[src/rtl/thr_defs.svh]
// offsets, field positions, reset values and codes of the high-event recorder
// assumes the includer works in 32-bit AXI4-Lite words, index * 4 = address
//
// How it works
// - event when temp[11:4] exceeds high limit
// - 8-bit binary count wraps 255 to 0
// - enable clear: count holds, events ignored
// - enable set: count plus one per event
// - count and stamps ignore host writes
// - seconds stamp holds BCD seconds, bits 6:0
// - minutes stamp holds BCD minutes, bits 6:0
// - select bit keeps first or last event
// - stamp clear write zeroes both stamps unless a capture falls in that cycle
// - bit seven of both stamps reads zero
`ifndef THR_DEFS_SVH
`define THR_DEFS_SVH

// register indices; byte address is four times the index
`define THR_IDX_COUNT      6'h1F
`define THR_IDX_STAMP_SEC  6'h20
`define THR_IDX_STAMP_MIN  6'h21
`define THR_IDX_CTRL       6'h30
`define THR_IDX_LIMIT      6'h31
`define THR_IDX_IRQ_STAT   6'h32
`define THR_IDX_IRQ_EN     6'h33
`define THR_IDX_IRQ_CLR    6'h34

// control register fields
`define THR_CTRL_EN_BIT    0
`define THR_CTRL_SEL_BIT   1
`define THR_CTRL_CLR_BIT   2

// interrupt status fields
`define THR_IRQ_EVENT_BIT  0
`define THR_IRQ_WRAP_BIT   1
`define THR_IRQ_W          2

// reset values
`define THR_RST_BYTE       8'h00
`define THR_RST_LIMIT      8'hFF
`define THR_RST_IRQ        2'h0
`define THR_COUNT_MAX      8'hFF

// bus answers
`define THR_RESP_OKAY      2'h0
`define THR_RESP_SLVERR    2'h2

`endif

[src/rtl/thr_pkg.sv]
// types shared by the high-event recorder files
// assumes thr_defs.svh supplies the numbers
package thr_pkg;
  typedef logic [7:0]  thr_byte_t;  // one register byte
  typedef logic [6:0]  thr_bcd_t;   // two BCD digits, 00 to 59
  typedef logic [11:0] thr_temp_t;  // raw temperature reading
  typedef logic [1:0]  thr_resp_t;  // AXI response code
endpackage : thr_pkg

[src/rtl/thr_event_det.sv]
// temperature-high comparator and event edge detector
// assumes temperature and limit are synchronous to the clock
`timescale 1ns/10ps
module thr_event_det (
  input  wire logic              i_clk_sys,
  input  wire logic              i_rst_b,
  input  wire thr_pkg::thr_temp_t i_temp,
  input  wire thr_pkg::thr_byte_t i_limit,
  output logic                   o_event
);
  import thr_pkg::*;

  logic above;      // condition level
  logic above_reg;  // condition one cycle ago

  // upper byte of the reading against the limit
  assign above = (i_temp[11:4] > i_limit);

  // one event per rise, so a long hot spell counts once
  always_ff @(posedge i_clk_sys or negedge i_rst_b) begin
    if (!i_rst_b) begin
      above_reg <= 1'b0;
      o_event   <= 1'b0;
    end else begin
      above_reg <= above;
      o_event   <= above & ~above_reg;
    end
  end
endmodule : thr_event_det

[src/rtl/thr_axil_slave.sv]
// AXI4-Lite slave front end: turns bus beats into local strobes
// assumes one write and one read outstanding, decode done by the includer
`timescale 1ns/10ps
`include "thr_defs.svh"
module thr_axil_slave #(
  parameter int ADDR_W = 8
) (
  input  wire logic              i_clk_sys,
  input  wire logic              i_rst_b,
  input  wire logic [ADDR_W-1:0] i_awaddr,
  input  wire logic              i_awvalid,
  output logic                   o_awready,
  input  wire logic [31:0]       i_wdata,
  input  wire logic [3:0]        i_wstrb,
  input  wire logic              i_wvalid,
  output logic                   o_wready,
  output logic [1:0]             o_bresp,
  output logic                   o_bvalid,
  input  wire logic              i_bready,
  input  wire logic [ADDR_W-1:0] i_araddr,
  input  wire logic              i_arvalid,
  output logic                   o_arready,
  output logic [31:0]            o_rdata,
  output logic [1:0]             o_rresp,
  output logic                   o_rvalid,
  input  wire logic              i_rready,
  output logic                   o_wr_en,
  output logic [5:0]             o_wr_idx,
  output logic [7:0]             o_wr_data,
  output logic [5:0]             o_rd_idx,
  input  wire logic [7:0]        i_rd_data,
  input  wire logic              i_rd_err,
  input  wire logic              i_wr_err
);
  import thr_pkg::*;

  logic have_aw_reg;  // write address held
  logic have_w_reg;   // write data held
  logic w_lane_reg;   // low byte lane was enabled
  logic rd_busy_reg;  // read address held, data pending

  generate
    if (ADDR_W < 8) begin : g_bad_addr
      $error("thr_axil_slave: ADDR_W must be at least 8");
    end
  endgenerate

  // write channels taken in either order, response after both
  always_ff @(posedge i_clk_sys or negedge i_rst_b) begin
    if (!i_rst_b) begin
      o_awready   <= 1'b1;
      o_wready    <= 1'b1;
      have_aw_reg <= 1'b0;
      have_w_reg  <= 1'b0;
      w_lane_reg  <= 1'b0;
      o_wr_idx    <= 6'h00;
      o_wr_data   <= 8'h00;
      o_wr_en     <= 1'b0;
      o_bvalid    <= 1'b0;
      o_bresp     <= `THR_RESP_OKAY;
    end else begin
      o_wr_en <= 1'b0;
      if (i_awvalid && o_awready) begin
        o_wr_idx    <= i_awaddr[7:2];
        have_aw_reg <= 1'b1;
        o_awready   <= 1'b0;
      end
      if (i_wvalid && o_wready) begin
        // only the low lane carries register data
        o_wr_data  <= i_wdata[7:0];
        w_lane_reg <= i_wstrb[0];
        have_w_reg <= 1'b1;
        o_wready   <= 1'b0;
      end
      if (have_aw_reg && have_w_reg && !o_bvalid) begin
        // strobe goes out with the response; lane-less writes still answer
        // a write without the low lane answers but changes nothing
        o_wr_en     <= ~i_wr_err & w_lane_reg;
        o_bresp     <= i_wr_err ? `THR_RESP_SLVERR : `THR_RESP_OKAY;
        o_bvalid    <= 1'b1;
        have_aw_reg <= 1'b0;
        have_w_reg  <= 1'b0;
      end
      if (o_bvalid && i_bready) begin
        o_bvalid  <= 1'b0;
        o_awready <= 1'b1;
        o_wready  <= 1'b1;
      end
    end
  end

  // read: address in, data registered one edge later
  always_ff @(posedge i_clk_sys or negedge i_rst_b) begin
    if (!i_rst_b) begin
      o_arready   <= 1'b1;
      rd_busy_reg <= 1'b0;
      o_rd_idx    <= 6'h00;
      o_rvalid    <= 1'b0;
      o_rdata     <= 32'h0000_0000;
      o_rresp     <= `THR_RESP_OKAY;
    end else begin
      if (i_arvalid && o_arready) begin
        o_rd_idx    <= i_araddr[7:2];
        rd_busy_reg <= 1'b1;
        o_arready   <= 1'b0;
      end
      if (rd_busy_reg && !o_rvalid) begin
        o_rdata     <= {24'h00_0000, i_rd_data};
        o_rresp     <= i_rd_err ? `THR_RESP_SLVERR : `THR_RESP_OKAY;
        o_rvalid    <= 1'b1;
        rd_busy_reg <= 1'b0;
      end
      if (o_rvalid && i_rready) begin
        o_rvalid  <= 1'b0;
        o_arready <= 1'b1;
      end
    end
  end
endmodule : thr_axil_slave

[src/rtl/thr_recorder.sv]
// temperature-high event recorder: counter, seconds and minutes stamps
// assumes time inputs are live BCD from the clock core, synchronous to clk
//
// Design decision made here: register access over AXI4-Lite.
`timescale 1ns/10ps
`include "thr_defs.svh"
module thr_recorder #(
  parameter int ADDR_W = 8
) (
  input  wire logic               i_clk_sys,
  input  wire logic               i_rst_b,
  input  wire thr_pkg::thr_temp_t i_temp,
  input  wire thr_pkg::thr_bcd_t  i_time_sec,
  input  wire thr_pkg::thr_bcd_t  i_time_min,
  input  wire logic [ADDR_W-1:0]  i_awaddr,
  input  wire logic               i_awvalid,
  output logic                    o_awready,
  input  wire logic [31:0]        i_wdata,
  input  wire logic [3:0]         i_wstrb,
  input  wire logic               i_wvalid,
  output logic                    o_wready,
  output logic [1:0]              o_bresp,
  output logic                    o_bvalid,
  input  wire logic               i_bready,
  input  wire logic [ADDR_W-1:0]  i_araddr,
  input  wire logic               i_arvalid,
  output logic                    o_arready,
  output logic [31:0]             o_rdata,
  output logic [1:0]              o_rresp,
  output logic                    o_rvalid,
  input  wire logic               i_rready,
  output logic                    o_irq
);
  import thr_pkg::*;

  // local register strobes from the bus front end
  logic      wr_en;
  logic [5:0] wr_idx;
  thr_byte_t wr_data;
  logic [5:0] rd_idx;
  thr_byte_t rd_data;
  logic      rd_err;
  logic      wr_err;

  // recorder state
  thr_byte_t count_reg;      // event count
  thr_bcd_t  sec_reg;        // seconds stamp
  thr_bcd_t  min_reg;        // minutes stamp
  logic      recorded_reg;   // a stamp is held since last clear
  logic      en_reg;         // recording enable
  logic      sel_reg;        // 1 keeps last event, 0 keeps first
  thr_byte_t limit_reg;      // high limit value
  logic [`THR_IRQ_W-1:0] irq_stat_reg; // sticky events
  logic [`THR_IRQ_W-1:0] irq_en_reg;   // interrupt enables

  // derived strobes
  logic hi_event;  // one-cycle temperature-high event
  logic count_ev;  // event taken by the counter
  logic capture;   // stamps load this cycle
  logic clr_pulse; // host stamp clear
  logic [`THR_IRQ_W-1:0] irq_set; // events for the status register

  thr_axil_slave #(
    .ADDR_W (ADDR_W)
  ) u_bus (
    .i_clk_sys (i_clk_sys),
    .i_rst_b   (i_rst_b),
    .i_awaddr  (i_awaddr),
    .i_awvalid (i_awvalid),
    .o_awready (o_awready),
    .i_wdata   (i_wdata),
    .i_wstrb   (i_wstrb),
    .i_wvalid  (i_wvalid),
    .o_wready  (o_wready),
    .o_bresp   (o_bresp),
    .o_bvalid  (o_bvalid),
    .i_bready  (i_bready),
    .i_araddr  (i_araddr),
    .i_arvalid (i_arvalid),
    .o_arready (o_arready),
    .o_rdata   (o_rdata),
    .o_rresp   (o_rresp),
    .o_rvalid  (o_rvalid),
    .i_rready  (i_rready),
    .o_wr_en   (wr_en),
    .o_wr_idx  (wr_idx),
    .o_wr_data (wr_data),
    .o_rd_idx  (rd_idx),
    .i_rd_data (rd_data),
    .i_rd_err  (rd_err),
    .i_wr_err  (wr_err)
  );

  thr_event_det u_det (
    .i_clk_sys (i_clk_sys),
    .i_rst_b   (i_rst_b),
    .i_temp    (i_temp),
    .i_limit   (limit_reg),
    .o_event   (hi_event)
  );

  // a disabled recorder sees no events at all
  assign count_ev  = hi_event & en_reg;
  // first mode stamps only the first event after a clear
  assign capture   = count_ev & (sel_reg | ~recorded_reg);
  assign clr_pulse = wr_en && (wr_idx == `THR_IDX_CTRL)
                     && wr_data[`THR_CTRL_CLR_BIT];

  // event counter; no host path writes it
  always_ff @(posedge i_clk_sys or negedge i_rst_b) begin
    if (!i_rst_b) begin
      count_reg <= `THR_RST_BYTE;
    end else if (count_ev) begin
      count_reg <= count_reg + 8'h01;
    end
  end

  // stamps: a capture in the clear cycle wins, so that event is kept
  always_ff @(posedge i_clk_sys or negedge i_rst_b) begin
    if (!i_rst_b) begin
      sec_reg      <= 7'h00;
      min_reg      <= 7'h00;
      recorded_reg <= 1'b0;
    end else if (capture) begin
      sec_reg      <= i_time_sec;
      min_reg      <= i_time_min;
      recorded_reg <= 1'b1;
    end else if (clr_pulse) begin
      sec_reg      <= 7'h00;
      min_reg      <= 7'h00;
      recorded_reg <= 1'b0;
    end
  end

  // writable control, limit and interrupt enable
  always_ff @(posedge i_clk_sys or negedge i_rst_b) begin
    if (!i_rst_b) begin
      en_reg     <= 1'b0;
      sel_reg    <= 1'b0;
      limit_reg  <= `THR_RST_LIMIT;
      irq_en_reg <= `THR_RST_IRQ;
    end else if (wr_en) begin
      if (wr_idx == `THR_IDX_CTRL) begin
        en_reg  <= wr_data[`THR_CTRL_EN_BIT];
        sel_reg <= wr_data[`THR_CTRL_SEL_BIT];
      end else if (wr_idx == `THR_IDX_LIMIT) begin
        limit_reg <= wr_data;
      end else if (wr_idx == `THR_IDX_IRQ_EN) begin
        irq_en_reg <= wr_data[`THR_IRQ_W-1:0];
      end
    end
  end

  // sticky status: set wins over a same-cycle clear
  assign irq_set[`THR_IRQ_EVENT_BIT] = count_ev;
  assign irq_set[`THR_IRQ_WRAP_BIT]  = count_ev
                                       && (count_reg == `THR_COUNT_MAX);
  always_ff @(posedge i_clk_sys or negedge i_rst_b) begin
    if (!i_rst_b) begin
      irq_stat_reg <= `THR_RST_IRQ;
    end else if (wr_en && (wr_idx == `THR_IDX_IRQ_CLR)) begin
      irq_stat_reg <= (irq_stat_reg & ~wr_data[`THR_IRQ_W-1:0]) | irq_set;
    end else begin
      irq_stat_reg <= irq_stat_reg | irq_set;
    end
  end

  // level interrupt, registered so the pin comes from a flop
  always_ff @(posedge i_clk_sys or negedge i_rst_b) begin
    if (!i_rst_b) begin
      o_irq <= 1'b0;
    end else begin
      o_irq <= |((irq_stat_reg | irq_set) & irq_en_reg);
    end
  end

  // read mux; stamp bit seven is a hard zero
  always_comb begin
    rd_data = 8'h00;
    rd_err  = 1'b0;
    if (rd_idx == `THR_IDX_COUNT) begin
      rd_data = count_reg;
    end else if (rd_idx == `THR_IDX_STAMP_SEC) begin
      rd_data = {1'b0, sec_reg};
    end else if (rd_idx == `THR_IDX_STAMP_MIN) begin
      rd_data = {1'b0, min_reg};
    end else if (rd_idx == `THR_IDX_CTRL) begin
      rd_data = {6'h00, sel_reg, en_reg};
    end else if (rd_idx == `THR_IDX_LIMIT) begin
      rd_data = limit_reg;
    end else if (rd_idx == `THR_IDX_IRQ_STAT) begin
      rd_data = {6'h00, irq_stat_reg};
    end else if (rd_idx == `THR_IDX_IRQ_EN) begin
      rd_data = {6'h00, irq_en_reg};
    end else if (rd_idx == `THR_IDX_IRQ_CLR) begin
      rd_data = 8'h00; // write-only, reads zero
    end else begin
      rd_err = 1'b1;
    end
  end

  // writes to read-only words are accepted but change nothing
  always_comb begin
    wr_err = 1'b1;
    if (wr_idx == `THR_IDX_COUNT
        || wr_idx == `THR_IDX_STAMP_SEC
        || wr_idx == `THR_IDX_STAMP_MIN
        || wr_idx == `THR_IDX_IRQ_STAT) begin
      wr_err = 1'b0;
    end else if (wr_idx >= `THR_IDX_CTRL
                 && wr_idx <= `THR_IDX_IRQ_CLR) begin
      wr_err = 1'b0;
    end
  end

  // checks next to the logic they guard
  logic [11:0] temp_q;  // reading one cycle back
  thr_byte_t   limit_q; // limit one cycle back
  always_ff @(posedge i_clk_sys or negedge i_rst_b) begin
    if (!i_rst_b) begin
      temp_q  <= 12'h000;
      limit_q <= 8'h00;
    end else begin
      temp_q  <= i_temp;
      limit_q <= limit_reg;
    end
  end
endmodule : thr_recorder

[config.mk]
export PLATFORM = sky130hd
export DESIGN_NAME = thr_recorder
export DESIGN_NICKNAME = d
export VERILOG_FILES = /design/src/rtl/thr_pkg.sv /design/src/rtl/thr_event_det.sv /design/src/rtl/thr_axil_slave.sv /design/src/rtl/thr_recorder.sv
export VERILOG_INCLUDE_DIRS = /design/src /design/src/rtl
export SDC_FILE = /design/constraint.sdc
export NUM_CORES = 1
export LEC_CHECK = 0
export BUFFER_PORTS_ARGS = -buffer_cell sky130_fd_sc_hd__clkbuf_2
export CORE_ASPECT_RATIO = 2
export CORE_MARGIN = 4
export CORE_UTILIZATION = 31
export CTS_CLUSTER_SIZE = 8
export DETAILED_ROUTE_END_ITERATION = 8
export MAX_ROUTING_LAYER = met4
export PLACE_DENSITY = 0.53
export REMOVE_ABC_BUFFERS = 1
export SLEW_MARGIN = 5
export SYNTH_ARGS = -nofsm -noshare
export SYNTH_HDL_FRONTEND = slang
export SYNTH_SLANG_ARGS = --single-unit
[constraint.sdc]
create_clock -name i_clk_sys -period 1.85 [get_ports i_clk_sys]
set_clock_uncertainty 0.1 [all_clocks]
set_input_delay 0.4625 -clock i_clk_sys [delete_from_list [all_inputs] [get_ports i_clk_sys]]
set_output_delay 0.4625 -clock i_clk_sys [all_outputs]
set_load 0.02 [all_outputs]
Word-level counts from Yosys, hierarchy flattened. Index checks and enable logic that the tools add are counted.

Add/sub/neg operators: 1. Order comparisons: 3. Reduce and logical (&&, ||, !) cells: 31. Bitwise gates (word level): 15. Multiplexer cells: 42. Equal/unequal tests: 17.

Operators by type and width (count): $eq A6 B6 Y1 const B (14); $mux W8 (5); $mux W1 (29); $mux W7 (3); $reduce_bool A2 Y1 (9); $logic_and A1 B1 Y1 (13); $eq A6 B5 Y1 const B (2); $mux W2 (5); $add A8 B1 Y8 const B (1); $eq A8 B8 Y1 const B (1); $gt A8 B8 Y1 (1); $ge A6 B6 Y1 const B (1); $le A6 B6 Y1 const B (1); $not A1 Y1 (5); $and A1 B1 Y1 (4); $and A2 B2 Y2 (2); $or A2 B2 Y2 (2); $reduce_and A4 Y1 (1); $logic_or A1 B1 Y1 (3); $reduce_and A3 Y1 (1); $logic_not A1 Y1 (2); $not A2 Y2 (1); $reduce_and A2 Y1 (1); $reduce_or A2 Y1 (1); $or A1 B1 Y1 (1).

Logic and storage cells: 137. Bits of input ports: 85. Output and inout bits: 42. Register bits: 82.

Longest topological paths before layout.
Depth in word-level cells: 10. Mapped depth: 6. Gate-level depth less buffers: 6.

By module. From an unflattened synthesis, not the netlist that was laid out.

Cells, all modules: 351. Area total of the unflattened synthesis: 3940.0 um^2.

By module, submodules not included: thr_recorder (sequential area each 960.9 um^2, cells an instance 192, times used 1, area each 1940.6 um^2); thr_axil_slave (sequential area each 1004.7 um^2, cells an instance 123, times used 1, area each 1725.4 um^2); thr_event_det (sequential area each 50.0 um^2, cells an instance 36, times used 1, area each 274.0 um^2).

Worst setup path before layout. OpenSTA, ideal clock, no wires.

Path type: flip-flop to flip-flop. Start: reg u_bus.o_wr_idx[3]. End: reg limit_reg[0]. Slack: 0.015 ns. Data required time: 1.668 ns. Cell stages (with the launch flop): 5. Library setup time: 0.082 ns. Arrival: 1.653 ns. Cell sequence: dfrtp_1 -> nand3b_1 -> or3b_4 -> nor3b_4 -> mux2_2.

Word-level cells in the longest chain between the ends: 3. Elaborated cells between the ends (all ways): 4. Classes of those cells: eq/ne: 2; bitwise: 1; reduce/logical: 1.

RTL lines: start, declared (RTL line thr_axil_slave.sv:28) `output logic [5:0] o_wr_idx,`; start signal, assigned (RTL line thr_axil_slave.sv:64) `o_wr_idx <= i_awaddr[7:2];`; $eq A6 B6 Y1 (no line); $not A1 Y1 (no line); $reduce_and A3 Y1 (no line) (*); end signal, assigned (RTL line thr_recorder.sv:140) `` limit_reg <= `THR_RST_LIMIT; ``; end signal, assigned (RTL line thr_recorder.sv:147) `limit_reg <= wr_data;`; end, declared (RTL line thr_recorder.sv:52) `thr_byte_t limit_reg;`.

Every way passes the cells marked *; elsewhere a longest branch is shown, timed or not. A chain may end at the register's enable or synchronous reset.

Worst setup path after layout.
Start: reg u_bus.o_wr_idx[3]. End: reg limit_reg[7].

Same word-level chain as after synthesis.

==> flow_summary.json <==
{
  "num-nets-final": 514,
  "die_y_um": 164.7,
  "setup_violations": 0,
  "start_kind": "flop",
  "ir_drop_uv": 729.0,
  "wirelength_mm": 9.041,
  "leakage_nw": 2.287,
  "row_count": 57,
  "grt_max_degree": 37,
  "synth-seq-cells": 80,
  "fin_tns_setup_ps": 0,
  "worstPathArrival_ps": 2000,
  "yosysUniqueCellTypes": 49,
  "post-route-period-util_pct": 99.58,
  "violations": "negative hold slack",
  "htreeDepth": 3,
  "rr_startpoint": "u_bus.o_wr_idx[3]",
  "core-area_um2": 12120,
  "place.detailed.hpwl_mm": 7.137,
  "tightest_slew_ps": 501.3,
  "io_pins": 127,
  "drive_above_1_share_pct": 40.47,
  "fillCellCount": 1197,
  "avgSynthCellArea_um2": 11.75,
  "cp-end-kind": "flop",
  "io_buffer_count": 65,
  "period_minus_slack_ps": 1842,
  "drv_slew": 0,
  "status": "finished, violations left",
  "criticalPathCategory": "reg -> reg",
  "wire_per_inst_um": 15.81,
  "crit_path_max_fanout": 8,
  "reg2reg_to": "limit_reg[7]",
  "clk_pin_slew_ps": 60,
  "rsz0062_at_grt": "yes",
  "root_buffer": "clkbuf_16",
  "grt_pass1_wl_mm": 14.75,
  "whs_ps": -8.204,
  "clock_tree.buffer_depth": 2,
  "relSlewSlack_pct": 66.58,
  "gr-usage-met2_pct": 25.56,
  "vias": 2775,
  "async_flop_share_pct": 100.0,
  "drc": 0,
  "hold_viol_final": 2,
  "drt_iter0_markers": 58,
  "cts_sinks": 80,
  "insertion_delay_ps": 330,
  "cts_tree": "done",
  "met3_usage_pct": 1.648,
  "gp_congestion": 0.8535,
  "postSynthCellCount": 324,
  "grt_pass1_vias": 2943,
  "cts_hold_repair.buffers": 0,
  "r2r_setup_slack_ps": 8,
  "postRouteAntennaNets": 0,
  "first_pass_iters": 4,
  "busiest_layer": "met2",
  "fmax_mhz": 542.8,
  "numCtsBuffers": 9,
  "synth-main-ff-cell": "dfrtp_1",
  "area_growth_pct": 27.18,
  "yosysSeqAreaShare_pct": 52.94,
  "grt-ovfl-total": 0,
  "r2r_cells": 5,
  "die-area_um2": 14230,
  "p_per_area_nw_per_um2": 1273,
  "max-cap-violations": 0,
  "diodes": 0,
  "cp.required_ps": 2010,
  "syn_area_um2": 3807,
  "ys_warn_count": 0,
  "vias_per_cell": 4.851,
  "grt_usage_pct": 13.98,
  "globalRouteMet1Util_pct": 13.92,
  "initial_core_util_pct": 31.40,
  "synth_edf_count": 0,
  "die_x_um": 86.37,
  "antenna_found_initial": 0,
  "min_path_type": "in -> async"
}
==> report_power, final <==
group | total (W) | internal [W] | switching (W)
Sequential | 0.00249 | 0.00215 | 0.000344
Clock | 0.00207 | 0.00136 | 0.000713
Combinational | 0.00160 | 0.000804 | 0.000792
==> per-stage QoR <==
step                      area [um^2]  setup slack [ps]  cells  utilization, %  total power (W)
final                            4842             7.824    572           39.94         0.006165
after global routing             4842            -75.18    572           39.94         0.006524
after CTS                        4766            -31.08    568           39.31         0.006151
after detailed placement         4392            -35.15    551           36.22         0.004023
after global placement           4392            -14.60    551           36.22         0.003973
after floorplan                  3675            -74.07    315               -         0.003341
==> per-layer routing <==
layer	part of all wire, %	wire [um]	up-vias
li1	-	-	1304
met1	36	3247	1374
met2	56	5108	76
met3	4.1	373	21
met4	3.5	312	0
met5	0	0	-
==> timing repair <==
action                     CTS  global route
pin swaps                    2             4
setup endpoints to repair    9            19
resized for setup            2            11
buffers inserted             1             4
==> worst max-delay path by stage <==
stage	from	end	slack, ps	cells after the start
floorplan	en_reg	min_reg[3]	-70	4
global placement	u_bus.o_wr_idx[3]	limit_reg[3]	-10	5
detailed placement	u_bus.o_wr_idx[3]	limit_reg[4]	-40	5
CTS	u_bus.o_wr_idx[3]	limit_reg[7]	-30	5
global route	u_bus.o_wr_idx[3]	limit_reg[2]	-80	5
finish	u_bus.o_wr_idx[3]	limit_reg[7]	8	5
==> cell usage after synthesis (3+ instances only) <==
cell type	instances	area (um^2)
nor2b_1	3	18.77
dfstp_2	11	289.0
nand4_1	4	25.02
inv_1	20	75.07
mux2_2	37	416.7
ha_1	9	112.6
nand2_1	28	105.1
nand2b_1	5	31.28
o221ai_1	3	26.28
nor2_1	8	30.03
xnor2_1	5	43.79
buf_4	26	195.2
nor3_1	4	20.02
clkbuf_1	7	26.28
dfrtp_1	69	1727
a31oi_1	3	18.77
a21oi_1	5	25.02
o31ai_1	5	37.54
a22oi_1	4	30.03
a21o_1	4	30.03
o21ai_0	12	60.06
a22o_1	14	122.6
nand3_1	4	20.02
==> worst max-delay path: stages, from the launching register on <==
cell and delay [ps]:
dfrtp_1 370, nand3b_1 190, or3b_4 410, nor3b_4 220, buf_12 160, mux2_2 330
==> layout make-up <==
cell class	count	area, um^2	share of cell area, %
inverters	20	75.07	1.550
flip-flops and latches	80	2016	41.63
repair buffers	94	578.1	11.94
multi-input cells	215	1635	33.77
well taps	147	183.9	3.798
clock inverters	6	115.1	2.377
clock buffers	10	239.0	4.935
==> cells in the final DEF (no fill, tap or decap), drive strengths merged, types with 3 or more instances in the layout <==
cell type	synthesis	final
inv	20	21
dfstp	11	11
a22oi	4	4
mux2	37	37
a31oi	3	3
nand3	4	4
conb	1	26
nand2	28	28
dfrtp	69	69
o221ai	3	3
nand4	4	4
nor2b	3	3
ha	9	9
o31ai	5	5
nand2b	5	5
nor3	4	4
a21oi	5	5
o21ai	12	12
a22o	14	14
a21o	4	4
clkbuf	7	74
buf	27	30
nor4	3	3
bufinv	0	3
xnor2	5	5
nor2	8	8
==> kinds of logic after synthesis <==
logic type	after synthesis	share of synthesized area (%)
and+or+nand+nor	69	9.925
muxes	39	12.13
AOI/OAI and AO/OA	65	12.42
DFF	80	52.94
buffers and inverters	54	7.920
adders and majority gates	9	2.958
other	1	0.09849
xor gates and xnor gates	7	1.610
No activity file was read; power rests on OpenSTA's default activity.
